## config.mk

```make
export PLATFORM = sky130hd
export DESIGN_NAME = dsq_sequencer_ctl
export DESIGN_NICKNAME = d
export VERILOG_FILES = /design/src/core/dsq_pkg.sv /design/src/core/dsq_sequencer_ctl.sv
export SDC_FILE = /design/constraint.sdc
export NUM_CORES = 1
export LEC_CHECK = 0
export BUFFER_PORTS_ARGS = -buffer_cell sky130_fd_sc_hd__buf_4
export CORE_MARGIN = 4
export CORE_UTILIZATION = 40
export DETAILED_ROUTE_END_ITERATION = 12
export PLACE_DENSITY = 0.7
export SYNTH_ARGS = -nofsm -noshare
export SYNTH_HDL_FRONTEND = slang
export SYNTH_SLANG_ARGS = --single-unit
export TNS_END_PERCENT = 5
```

## constraint.sdc

```tcl
create_clock -name aclk -period 5.1 [get_ports aclk]
set_clock_uncertainty 0.15 [all_clocks]
set_input_delay 0.51 -clock aclk [delete_from_list [all_inputs] [get_ports aclk]]
set_output_delay 0.51 -clock aclk [all_outputs]
set_load 0.05 [all_outputs]
```

## src/core/dsq_pkg.sv

```systemverilog
package dsq_pkg;

    // register indices as printed; byte address is four times the index
    localparam logic [7:0] DSQ_IDX_CONTROL_STATUS = 8'h0B;
    localparam logic [7:0] DSQ_IDX_START_ADDRESS = 8'h0C;
    localparam logic [7:0] DSQ_IDX_OPTIONS = 8'h10;
    localparam logic [7:0] DSQ_ADDR_CONTROL_STATUS = 8'h2C;
    localparam logic [7:0] DSQ_ADDR_START_ADDRESS = 8'h30;
    localparam logic [7:0] DSQ_ADDR_OPTIONS = 8'h40;

    // control/status write fields
    localparam int DSQ_BIT_READ_GATE_EARLY = 7;
    localparam int DSQ_BIT_INDEX_SELECT = 3;
    localparam int DSQ_BIT_SECTOR_SELECT = 2;
    localparam int DSQ_BIT_READ_COMPARE = 1;
    localparam int DSQ_BIT_ABORT = 0;
    // control/status read fields
    localparam int DSQ_BIT_CHECKSUM_ERR = 5;
    localparam int DSQ_BIT_ID_CRC_ERR = 4;
    localparam int DSQ_BIT_PARITY_ERR = 3;
    localparam int DSQ_BIT_SYNC_ERR = 2;
    localparam int DSQ_BIT_COMPARE_ERR = 1;
    // options register fields
    localparam int DSQ_BIT_IGNORE_CHECKSUM = 0;
    localparam int DSQ_BIT_PARITY_DISABLE = 1;
    localparam int DSQ_BIT_RUNNING = 7;

    localparam int DSQ_PC_W = 5;
    localparam logic [DSQ_PC_W-1:0] DSQ_PC_ONE = 5'h01;
    localparam logic [7:0] DSQ_SECTOR_ZERO = 8'h00;
    localparam logic [1:0] DSQ_RESP_OKAY = 2'h0;
    localparam logic [1:0] DSQ_RESP_SLVERR = 2'h2;

    typedef enum logic [1:0] {
        DSQ_SEQ_STOPPED = 2'b01,
        DSQ_SEQ_RUNNING = 2'b10
    } dsq_seq_t;

    // instruction-end information from the control store decoder
    typedef struct packed {
        logic done;
        logic skip_enable;
        logic jump_enable;
        logic retry_enable;
        logic halt_on_error;
        logic stop;
    } dsq_instr_t;

    // one-cycle error events from the data path
    typedef struct packed {
        logic checksum;
        logic id_retry;
        logic parity;
        logic sync;
        logic compare;
    } dsq_err_evt_t;

    // latched error flags
    typedef struct packed {
        logic checksum;
        logic id_crc;
        logic parity;
        logic sync;
        logic compare;
    } dsq_err_t;

    typedef struct packed {
        dsq_seq_t seq;
        logic read_gate_early;
        logic index_select;
        logic sector_select;
        logic read_compare;
        logic abort;
        dsq_err_t err;
        logic ignore_checksum;
        logic parity_disable;
        logic [DSQ_PC_W-1:0] hold;
        logic [DSQ_PC_W-1:0] pc;
        logic [2:0] index_sync;
        logic [2:0] sector_sync;
        logic index_level;
        logic sector_level;
        logic id_read_q;
        logic event_pulse;
        logic start_pulse;
        logic clear_pulse;
        logic read_gate;
        logic write_gate;
        logic aw_got;
        logic [7:0] aw_addr;
        logic w_got;
        logic [7:0] w_data;
        logic w_lane0;
        logic awready;
        logic wready;
        logic bvalid;
        logic [1:0] bresp;
        logic arready;
        logic rvalid;
        logic [7:0] rdata;
        logic [1:0] rresp;
    } dsq_state_t;

endpackage : dsq_pkg

```

## src/core/dsq_sequencer_ctl.sv

```systemverilog
`timescale 1ns/1ns
// Function
// - early bit clear extends read gate through checksum
// - select bits choose index/sector event edges
// - read compare bit switches buffer to reading
// - abort bit stops command within three bytes
// - checksum error flag, forced zero when ignored
// - id crc flag latches, clears on read start
// - parity error flags, halts at instruction end
// - sync search failure sets sync flag
// - field mismatch sets compare flag
// - reset leaves both registers unchanged
// - start write loads holding register and counter
// - sector count write when stopped starts at hold
// - start read returns live address counter
// - store window write increments counter
// - start write clears all latched error flags
// - start write with sectors left starts running
// - skip instruction end loads skip address
// - jump loads loop if sectors, else increments
// - retry with checksum, sync or compare flag loads loop address
// - restart after stop uses holding register
// - otherwise counter increments sequentially
// - halt on read error keeps error status
// - any non-zero sector count starts sequencer
// - parity disable zeroes flag, no parity halt
module dsq_sequencer_ctl
    import dsq_pkg::*;
(
    input wire logic aclk,
    input wire logic aresetn,
    input wire logic [7:0] s_axi_awaddr,
    input wire logic s_axi_awvalid,
    output logic s_axi_awready,
    input wire logic [31:0] s_axi_wdata,
    input wire logic [3:0] s_axi_wstrb,
    input wire logic s_axi_wvalid,
    output logic s_axi_wready,
    output logic [1:0] s_axi_bresp,
    output logic s_axi_bvalid,
    input wire logic s_axi_bready,
    input wire logic [7:0] s_axi_araddr,
    input wire logic s_axi_arvalid,
    output logic s_axi_arready,
    output logic [31:0] s_axi_rdata,
    output logic [1:0] s_axi_rresp,
    output logic s_axi_rvalid,
    input wire logic s_axi_rready,
    input wire logic index_pin,
    input wire logic sector_pin,
    input wire logic [7:0] sector_count,
    input wire logic sector_count_write,
    input wire logic store_window_write,
    input wire logic [DSQ_PC_W-1:0] skip_address,
    input wire logic [DSQ_PC_W-1:0] loop_address,
    input wire dsq_instr_t instr,
    input wire dsq_err_evt_t err_evt,
    input wire logic id_field_read,
    input wire logic read_gate_request,
    input wire logic checksum_busy,
    input wire logic write_gate_request,
    output logic read_gate,
    output logic write_gate,
    output logic buffer_read_select,
    output logic sector_or_index_event,
    output logic command_abort,
    output logic sequencer_running,
    output logic sequencer_start,
    output logic clear_error_flags,
    output logic [DSQ_PC_W-1:0] store_address
);

    dsq_state_t r_reg;
    dsq_state_t r_next;

    logic wr_fire;
    logic wr_ctl;
    logic wr_start;
    logic wr_opt;
    logic wr_known;
    logic [7:0] rd_addr;
    logic [7:0] ctl_status;
    logic parity_halt;
    logic read_err_halt;
    logic retry_now;
    logic restart;

    // write is carried out once address and data are both held
    assign wr_fire = r_reg.aw_got && r_reg.w_got && !r_reg.bvalid;
    assign wr_ctl = wr_fire && r_reg.w_lane0 && (r_reg.aw_addr == DSQ_ADDR_CONTROL_STATUS);
    assign wr_start = wr_fire && r_reg.w_lane0 && (r_reg.aw_addr == DSQ_ADDR_START_ADDRESS);
    assign wr_opt = wr_fire && r_reg.w_lane0 && (r_reg.aw_addr == DSQ_ADDR_OPTIONS);
    assign wr_known = (r_reg.aw_addr == DSQ_ADDR_CONTROL_STATUS) ||
                      (r_reg.aw_addr == DSQ_ADDR_START_ADDRESS) || (r_reg.aw_addr == DSQ_ADDR_OPTIONS);
    assign rd_addr = s_axi_araddr;

    // status byte as software sees it
    always_comb
    begin
        ctl_status = 8'h00;
        ctl_status[DSQ_BIT_CHECKSUM_ERR] = r_reg.err.checksum && !r_reg.ignore_checksum;
        ctl_status[DSQ_BIT_ID_CRC_ERR] = r_reg.err.id_crc;
        ctl_status[DSQ_BIT_PARITY_ERR] = r_reg.err.parity && !r_reg.parity_disable;
        ctl_status[DSQ_BIT_SYNC_ERR] = r_reg.err.sync;
        ctl_status[DSQ_BIT_COMPARE_ERR] = r_reg.err.compare;
    end

    // error conditions tested at instruction end
    assign parity_halt = r_reg.err.parity && !r_reg.parity_disable;
    assign read_err_halt = (r_reg.err.checksum && !r_reg.ignore_checksum) || r_reg.err.sync ||
                           r_reg.err.compare;
    assign retry_now = instr.retry_enable && read_err_halt;
    assign restart = sector_count_write && (sector_count != DSQ_SECTOR_ZERO) &&
                     (r_reg.seq == DSQ_SEQ_STOPPED);

    // next-state logic for the whole block
    always_comb
    begin
        r_next = r_reg;
        r_next.event_pulse = 1'b0;
        r_next.start_pulse = 1'b0;
        r_next.clear_pulse = 1'b0;

        // pin synchronisers; a level counts once stages two and three agree
        r_next.index_sync = {r_reg.index_sync[1:0], index_pin};
        r_next.sector_sync = {r_reg.sector_sync[1:0], sector_pin};
        if (r_reg.index_sync[1] == r_reg.index_sync[2])
        begin
            r_next.index_level = r_reg.index_sync[2];
        end
        if (r_reg.sector_sync[1] == r_reg.sector_sync[2])
        begin
            r_next.sector_level = r_reg.sector_sync[2];
        end
        // leading edges gated by the source selects only
        r_next.event_pulse = (r_reg.index_select && r_next.index_level && !r_reg.index_level) ||
                             (r_reg.sector_select && r_next.sector_level && !r_reg.sector_level);

        // control/status write bits
        if (wr_ctl)
        begin
            r_next.read_gate_early = r_reg.w_data[DSQ_BIT_READ_GATE_EARLY];
            r_next.index_select = r_reg.w_data[DSQ_BIT_INDEX_SELECT];
            r_next.sector_select = r_reg.w_data[DSQ_BIT_SECTOR_SELECT];
            r_next.read_compare = r_reg.w_data[DSQ_BIT_READ_COMPARE];
            r_next.abort = r_reg.w_data[DSQ_BIT_ABORT];
        end
        if (wr_opt)
        begin
            r_next.ignore_checksum = r_reg.w_data[DSQ_BIT_IGNORE_CHECKSUM];
            r_next.parity_disable = r_reg.w_data[DSQ_BIT_PARITY_DISABLE];
        end

        // start write clears flags; events in the same cycle still set them
        if (wr_start)
        begin
            r_next.err = '0;
            r_next.clear_pulse = 1'b1;
        end
        // id flag clears when an id field read begins
        r_next.id_read_q = id_field_read;
        if (id_field_read && !r_reg.id_read_q)
        begin
            r_next.err.id_crc = 1'b0;
        end
        if (err_evt.checksum && !r_reg.ignore_checksum)
        begin
            r_next.err.checksum = 1'b1;
        end
        if (err_evt.id_retry)
        begin
            r_next.err.id_crc = 1'b1;
        end
        if (err_evt.parity && !r_reg.parity_disable)
        begin
            r_next.err.parity = 1'b1;
        end
        if (err_evt.sync)
        begin
            r_next.err.sync = 1'b1;
        end
        if (err_evt.compare)
        begin
            r_next.err.compare = 1'b1;
        end

        // program counter and run state
        if (r_reg.seq == DSQ_SEQ_RUNNING && instr.done)
        begin
            if (retry_now)
            begin
                r_next.pc = loop_address;
            end
            else if ((instr.halt_on_error && (read_err_halt || parity_halt)) || instr.stop)
            begin
                r_next.seq = DSQ_SEQ_STOPPED;
            end
            else if (instr.jump_enable)
            begin
                r_next.pc = (sector_count != DSQ_SECTOR_ZERO) ? loop_address : r_reg.pc + DSQ_PC_ONE;
            end
            else if (instr.skip_enable)
            begin
                r_next.pc = skip_address;
            end
            else
            begin
                r_next.pc = r_reg.pc + DSQ_PC_ONE;
            end
        end
        if (store_window_write)
        begin
            r_next.pc = r_reg.pc + DSQ_PC_ONE;
        end
        if (restart)
        begin
            r_next.pc = r_reg.hold;
            r_next.seq = DSQ_SEQ_RUNNING;
            r_next.start_pulse = 1'b1;
        end
        if (wr_start)
        begin
            r_next.hold = r_reg.w_data[DSQ_PC_W-1:0];
            r_next.pc = r_reg.w_data[DSQ_PC_W-1:0];
            if (sector_count != DSQ_SECTOR_ZERO)
            begin
                r_next.seq = DSQ_SEQ_RUNNING;
                r_next.start_pulse = 1'b1;
            end
        end
        if (r_reg.abort)
        begin
            r_next.seq = DSQ_SEQ_STOPPED;
            r_next.start_pulse = 1'b0;
        end

        // gates to the drive; read gate stretched while checksum runs
        r_next.read_gate = read_gate_request || (!r_reg.read_gate_early && checksum_busy);
        r_next.write_gate = write_gate_request && (r_next.seq == DSQ_SEQ_RUNNING);

        // write channels taken in either order
        if (s_axi_awvalid && r_reg.awready)
        begin
            r_next.aw_got = 1'b1;
            r_next.aw_addr = s_axi_awaddr;
        end
        if (s_axi_wvalid && r_reg.wready)
        begin
            r_next.w_got = 1'b1;
            r_next.w_data = s_axi_wdata[7:0];
            r_next.w_lane0 = s_axi_wstrb[0];
        end
        if (wr_fire)
        begin
            r_next.bvalid = 1'b1;
            r_next.bresp = wr_known ? DSQ_RESP_OKAY : DSQ_RESP_SLVERR;
            r_next.aw_got = 1'b0;
            r_next.w_got = 1'b0;
        end
        if (r_reg.bvalid && s_axi_bready)
        begin
            r_next.bvalid = 1'b0;
        end
        r_next.awready = !r_next.aw_got && !r_next.bvalid && !wr_fire;
        r_next.wready = !r_next.w_got && !r_next.bvalid && !wr_fire;

        // read channel; start read returns the live counter
        if (s_axi_arvalid && r_reg.arready)
        begin
            r_next.rvalid = 1'b1;
            r_next.rresp = DSQ_RESP_OKAY;
            unique case (rd_addr)
                DSQ_ADDR_CONTROL_STATUS: r_next.rdata = ctl_status;
                DSQ_ADDR_START_ADDRESS: r_next.rdata = {3'h0, r_reg.pc};
                DSQ_ADDR_OPTIONS: r_next.rdata = {(r_reg.seq == DSQ_SEQ_RUNNING), 5'h00,
                                                  r_reg.parity_disable, r_reg.ignore_checksum};
                default:
                begin
                    r_next.rdata = 8'h00;
                    r_next.rresp = DSQ_RESP_SLVERR;
                end
            endcase
        end
        if (r_reg.rvalid && s_axi_rready)
        begin
            r_next.rvalid = 1'b0;
        end
        r_next.arready = !r_next.rvalid && !(s_axi_arvalid && r_reg.arready);
    end

    // state register; reset spares the two software registers
    always_ff @(posedge aclk)
    begin
        r_reg <= r_next;
        if (!aresetn)
        begin
            r_reg.seq <= DSQ_SEQ_STOPPED;
            r_reg.index_sync <= 3'h0;
            r_reg.sector_sync <= 3'h0;
            r_reg.index_level <= 1'b0;
            r_reg.sector_level <= 1'b0;
            r_reg.id_read_q <= 1'b0;
            r_reg.event_pulse <= 1'b0;
            r_reg.start_pulse <= 1'b0;
            r_reg.clear_pulse <= 1'b0;
            r_reg.read_gate <= 1'b0;
            r_reg.write_gate <= 1'b0;
            r_reg.ignore_checksum <= 1'b0;
            r_reg.parity_disable <= 1'b0;
            r_reg.aw_got <= 1'b0;
            r_reg.aw_addr <= 8'h00;
            r_reg.w_got <= 1'b0;
            r_reg.w_data <= 8'h00;
            r_reg.w_lane0 <= 1'b0;
            r_reg.awready <= 1'b0;
            r_reg.wready <= 1'b0;
            r_reg.bvalid <= 1'b0;
            r_reg.bresp <= DSQ_RESP_OKAY;
            r_reg.arready <= 1'b0;
            r_reg.rvalid <= 1'b0;
            r_reg.rdata <= 8'h00;
            r_reg.rresp <= DSQ_RESP_OKAY;
        end
    end

    // outputs straight from the state register
    assign s_axi_awready = r_reg.awready;
    assign s_axi_wready = r_reg.wready;
    assign s_axi_bvalid = r_reg.bvalid;
    assign s_axi_bresp = r_reg.bresp;
    assign s_axi_arready = r_reg.arready;
    assign s_axi_rvalid = r_reg.rvalid;
    assign s_axi_rdata = {24'h000000, r_reg.rdata};
    assign s_axi_rresp = r_reg.rresp;
    assign read_gate = r_reg.read_gate;
    assign write_gate = r_reg.write_gate;
    assign buffer_read_select = r_reg.read_compare;
    assign sector_or_index_event = r_reg.event_pulse;
    assign command_abort = r_reg.abort;
    assign sequencer_running = (r_reg.seq == DSQ_SEQ_RUNNING);
    assign sequencer_start = r_reg.start_pulse;
    assign clear_error_flags = r_reg.clear_pulse;
    assign store_address = r_reg.pc;

endmodule : dsq_sequencer_ctl

```

# ---- Yosys cells after proc, flatten, opt, wreduce, memory -nomap -nowiden
# Cells that the tools add are included.
# W data, S select, Z words.
dict set report totals {
  register_bits 74
  in_bits 96
  out_inout_bits 54
  wordCells 146
}
dict set report classes {
  n_eq_ne 12
  mux 35
  addsub 1
  n_bitwise 1
  reduce_logical 59
}
# op count
set op_table {}
lappend op_table {{$mux W5} 9}
lappend op_table {{$eq A8 B6 Y1 const B} 4}
lappend op_table {{$logic_and A1 B1 Y1} 32}
lappend op_table {{$pmux W8 S3} 1}
lappend op_table {{$mux W2} 9}
lappend op_table {{$eq A8 B7 Y1 const B} 2}
lappend op_table {{$logic_not A1 Y1} 13}
lappend op_table {{$mux W1} 11}
lappend op_table {{$mux W11} 1}
lappend op_table {{$mux W10} 1}
lappend op_table {{$mux W9} 1}
lappend op_table {{$logic_or A1 B1 Y1} 8}
lappend op_table {{$reduce_bool A8 Y1} 1}
lappend op_table {{$add A5 B1 Y5 const B} 1}
lappend op_table {{$ne A5 B5 Y1 const B} 1}
lappend op_table {{$eq A2 B2 Y1 const B} 2}
lappend op_table {{$mux W4} 1}
lappend op_table {{$reduce_bool A4 Y1} 1}
lappend op_table {{$mux W3} 1}
lappend op_table {{$reduce_or A3 Y1} 1}
lappend op_table {{$eq A1 B1 Y1} 2}
lappend op_table {{$eq A2 B1 Y1 const B} 1}
lappend op_table {{$reduce_and A2 Y1} 1}
lappend op_table {{$reduce_bool A2 Y1} 1}
lappend op_table {{2 further kinds} 2}

# ---- Depth between registers and ports, before layout
dict set report logic_depth {
  depth_word 16
  mapped_depth 6
  ltp_nobuf 6
}

# ---- Worst setup path before layout
# No wires, ideal clock.
dict set report synth_timing {
  kind {register to register}
  start {register r_reg (netlist bit store_address[0])}
  end {register r_reg (netlist bit store_address[1]) (data pin)}
  synth_period_minus_slack_ns 2.047
  path_stages_with_launch 7
  t_required_ns 4.689
  arrival_time_ns 1.636
  slack_ns 3.053
  path_cell_list {edfxtp_1 ha_1 nor2b_1 a2111oi_0 a2111oi_1 o211ai_1 a21oi_1}
}
# element line_no
set synth_lines {}
lappend synth_lines {{from (decl)} dsq_sequencer_ctl.sv:73} ;# dsq_state_t r_reg;
lappend synth_lines {{from (signal assigned)} dsq_sequencer_ctl.sv:294} ;# r_reg <= r_next;

# ---- Worst setup path after layout
dict set report layout_timing {
  start {register r_reg[32] (netlist bit)}
  end {register r_reg (netlist bit store_address[3]), enable pin}
}
dict set report layout_between {
  elab_chain_cells 4
}
# element line_no
set layout_rtl {}
lappend layout_rtl {{$eq A8 B6 Y1 (*)} dsq_sequencer_ctl.sv:91} ;# assign wr_start = wr_fire && r_reg.w_lane0 && (r_reg.aw_addr == DSQ_ADDR_START_ADDRESS);
lappend layout_rtl {{$logic_and A1 B1 Y1 (*)} dsq_sequencer_ctl.sv:91}
lappend layout_rtl {{$ne A5 B5 Y1 (no line) / $reduce_bool A4 Y1 (equally long branches)} --}
lappend layout_rtl {{$reduce_and A2 Y1 (no line) (*)} --}
# Mark *: on every way between the ends. The rest lies on a longest branch, timed or not.
# A chain may end at the register's enable or synchronous reset.

==> impl_metrics.py <==
metrics = {
    "yosys": {
        "async_reset_ff_frac": 0,
        "avgSynthCellArea_um2": 9.05,
        "netlist_instances": 364,
        "seq_area_frac_synth": 0.465,
        "synth-edff-count": 15,
        "synth_ff_type": "dfxtp_1",
        "ys_warn_count": 0,
        "synth-seq-cells": 69,
        "synth_cell_types": 56,
        "synth_area_um2": 3290,
    },
    "route": {
        "totalWireLength_mm": 7.66,
        "ant_nets": 0,
        "drt_iter0_drc": 115,
        "first_pass_iters": 5,
        "viasPerCell": 4.97,
        "wl_per_cell_um": 14.0,
        "vias": 2716,
        "drc": 0,
    },
    "critical_path": {
        "cpLargestDelayFamily": "simple AND/OR/NAND/NOR gates",
        "regToRegSetupSlack_ns": 2.44,
        "critical_path_required_ns": 4.95,
        "critPathBufInv": 1,
        "cp_slowest_cell": "nand4_1",
        "crit_end": "store_address[3]$_DFFE_PP_",
        "cp_num_cells": 5,
        "r2r_start": "r_reg[32]$_SDFFE_PN0P_",
        "path_max_fanout": 13,
        "endpoint_kind": "flip-flop",
        "crit_chain": "nor3b_1, nand4_1, inv_1, nor2_1, nand3_1",
        "startpoint_type": "flip-flop",
        "worst_path_largest_cell_delay_ns": 0.56,
        "cp_data_arrival_time_ns": 2.52,
        "reg2regPathDepth": 5,
        "worstSetupPathType": "reg -> reg",
        "r2r_end": "store_address[3]$_DFFE_PP_",
        "cp-startpoint": "r_reg[32]$_SDFFE_PN0P_",
    },
    "timing": {
        "fin_tns_setup_ns": 0,
        "worst_pin_slew_ns": 0.890,
        "slew_headroom": 0.402,
        "fin_crit_ns": 2.66,
        "finalSetupViolations": 0,
        "post-route-period-util": 0.522,
        "finalHoldViolCount": 0,
        "slew_viol_final": 0,
        "rsz0062_at_grt": "no",
        "fmax_mhz": 376,
    },
    "power_and_ir_drop": {
        "ir_drop_mv": 0.186,
        "seq_power_share": 0.494,
        "p_switching_mw": 0.372,
        "comb_power_share": 0.206,
        "p_int_mw": 0.860,
        "p_per_area_nw_per_um2": 306,
        "p_clk_frac": 0.301,
        "p_sw_frac": 0.302,
        "p_leak_nw": 1.72,
        "finalPower_mw": 1.23,
    },
    "floorplanning": {
        "core_area_um2": 7850,
        "start_util": 0.420,
        "num_rows": 32,
        "dieArea_um2": 9750,
        "die_x_um": 98.8,
        "io_pins": 150,
        "fp.dieH_um": 98.8,
    },
    "placement": {
        "io_buffers": 93,
        "dpl_cell_area_um2": 3870,
        "globalplace.congestion": 0.821,
        "dp_hpwl_mm": 6.00,
        "dp.cells": 532,
    },
    "cts": {
        "cts.repair.resized": 0,
        "numCtsBuffers": 9,
        "clk_pin_slew_ns": 0.07,
        "htree_num_levels": 3,
        "cts_tree": "yes",
        "clock-sinks": 69,
        "clock_latency_ns": 0.33,
        "clockBufferDepth": 2,
        "holdBufCountCts": 0,
        "post_cts_buffers": 0,
        "cts_root_buffer": "clkbuf_8",
    },
    "run": {
        "cap_violations": 0,
    },
    "run_status": {
        "status": "complete, no violations",
    },
    "global_routing": {
        "grt_pass1_wl_mm": 12.5,
        "grt_pass1_vias": 2697,
        "grt_usage": 0.158,
        "grt_max_degree": 26,
        "antenna_found_initial": 0,
        "gr-total-overflow": 0,
    },
    "layout": {
        "layout_commonest_cell": "buf_4",
        "drive_gt1_frac": 0.263,
        "largest_reg_flops": 36,
        "stdcell_count": 547,
        "synthToLayoutAreaGrowth_pct": 22.3,
        "fillers": 767,
        "design_area_um2": 4030,
        "n_antenna_cell": 0,
        "layout.nets": 538,
        "final_cell_mix": "buf_4 (94), dfxtp_1 (54), nand2_1 (46)",
    },
    "hold_path": {
        "min_path_type": "in -> reg",
        "hold_depth": 2,
    },
}
-- area by class of cell --
cell class,count,area (um^2),share of cell area
repair buffers,94,706,0.175
flip-flops and latches,69,1530,0.380
clock buffers,13,149,0.0370
well taps,102,128,0.0317
multi-input cells,254,1460,0.361
clock inverters,2,11.3,0.00280
inverters,13,48.8,0.0121
-- kinds of logic (layout without fill, tap and decap cells) --
logic type	after synthesis	after routing	synth area share
and+or+nand+nor	141	141	0.234
AOI/OAI and AO/OA	82	82	0.165
other	1	27	0.00114
adders and majority gates	1	1	0.00380
xor gates and xnor gates	3	3	0.00798
buffers and inverters	67	122	0.123
DFF	69	69	0.465
-- stage by stage --
stage	hold WS [ns]	util	setup slack, ns
3_3_place_gp	0.262	0.493	2.53
6_report	0.201	0.513	2.44
3_5_place_dp	0.267	0.493	2.46
2_1_floorplan	0.258	-	3.05
4_1_cts	0.180	0.513	2.43
5_1_grt	0.188	0.513	2.21
-- layer usage --
metal / global-route usage / share of wire / up-vias / routed length [um]
met5: 0 / 0 / - / 0
met4: 0.0746 / 0.020 / 0 / 154
met3: 0.0425 / 0.071 / 18 / 545
met2: 0.242 / 0.46 / 116 / 3490
met1: 0.206 / 0.45 / 1212 / 3470
li1: - / - / 1370 / -
-- synthesized netlist by cell type, types with 4 or more instances --
library cell / instances / area [um^2]
nor2_1: 29 / 109
nor3_1: 6 / 30.0
buf_4: 41 / 308
and2_1: 9 / 56.3
nand2_1: 46 / 173
o21ai_0: 9 / 45.0
and4b_1: 4 / 40.0
inv_1: 13 / 48.8
nor4_4: 4 / 85.1
a221oi_1: 5 / 43.8
nor2b_1: 4 / 25.0
clkbuf_1: 12 / 45.0
a21oi_1: 37 / 185
nand3_1: 16 / 80.1
edfxtp_1: 15 / 450
and3_1: 4 / 25.0
nand2b_1: 5 / 31.3
dfxtp_1: 54 / 1080
-- power by group through the flow --
| stage | clock, mW | combinational (mW) | sequential, mW |
|---|---|---|---|
| detailed placement | 0 | 0.253 | 0.621 |
| global route | 0.410 | 0.273 | 0.613 |
| CTS | 0.385 | 0.254 | 0.609 |
| finish | 0.371 | 0.253 | 0.609 |
| floorplan | 0 | 0.187 | 0.626 |
| global placement | 0 | 0.251 | 0.620 |
-- worst register-to-register path: stages (launching register included) --
cell and delay [ns]:
dfxtp_1 0.35, nor3b_1 0.34, nand4_1 0.56, inv_1 0.51, nor2_1 0.16, nand3_1 0.27
-- worst min path at each step --
stage | startpoint | to | slack, ns
after floorplan | r_reg[25]$_SDFFE_PN0P_ | r_reg[71]$_DFFE_PP_ | 0.26
after global placement | r_reg[25]$_SDFFE_PN0P_ | r_reg[71]$_DFFE_PP_ | 0.26
after detailed placement | r_reg[25]$_SDFFE_PN0P_ | r_reg[71]$_DFFE_PP_ | 0.27
after CTS | err_evt[0] | ctl_status[1]$_SDFFE_PP1P_ | 0.18
after global routing | err_evt[0] | ctl_status[1]$_SDFFE_PP1P_ | 0.19
final | err_evt[0] | ctl_status[1]$_SDFFE_PP1P_ | 0.20
No activity file was read; power rests on OpenSTA's default activity.
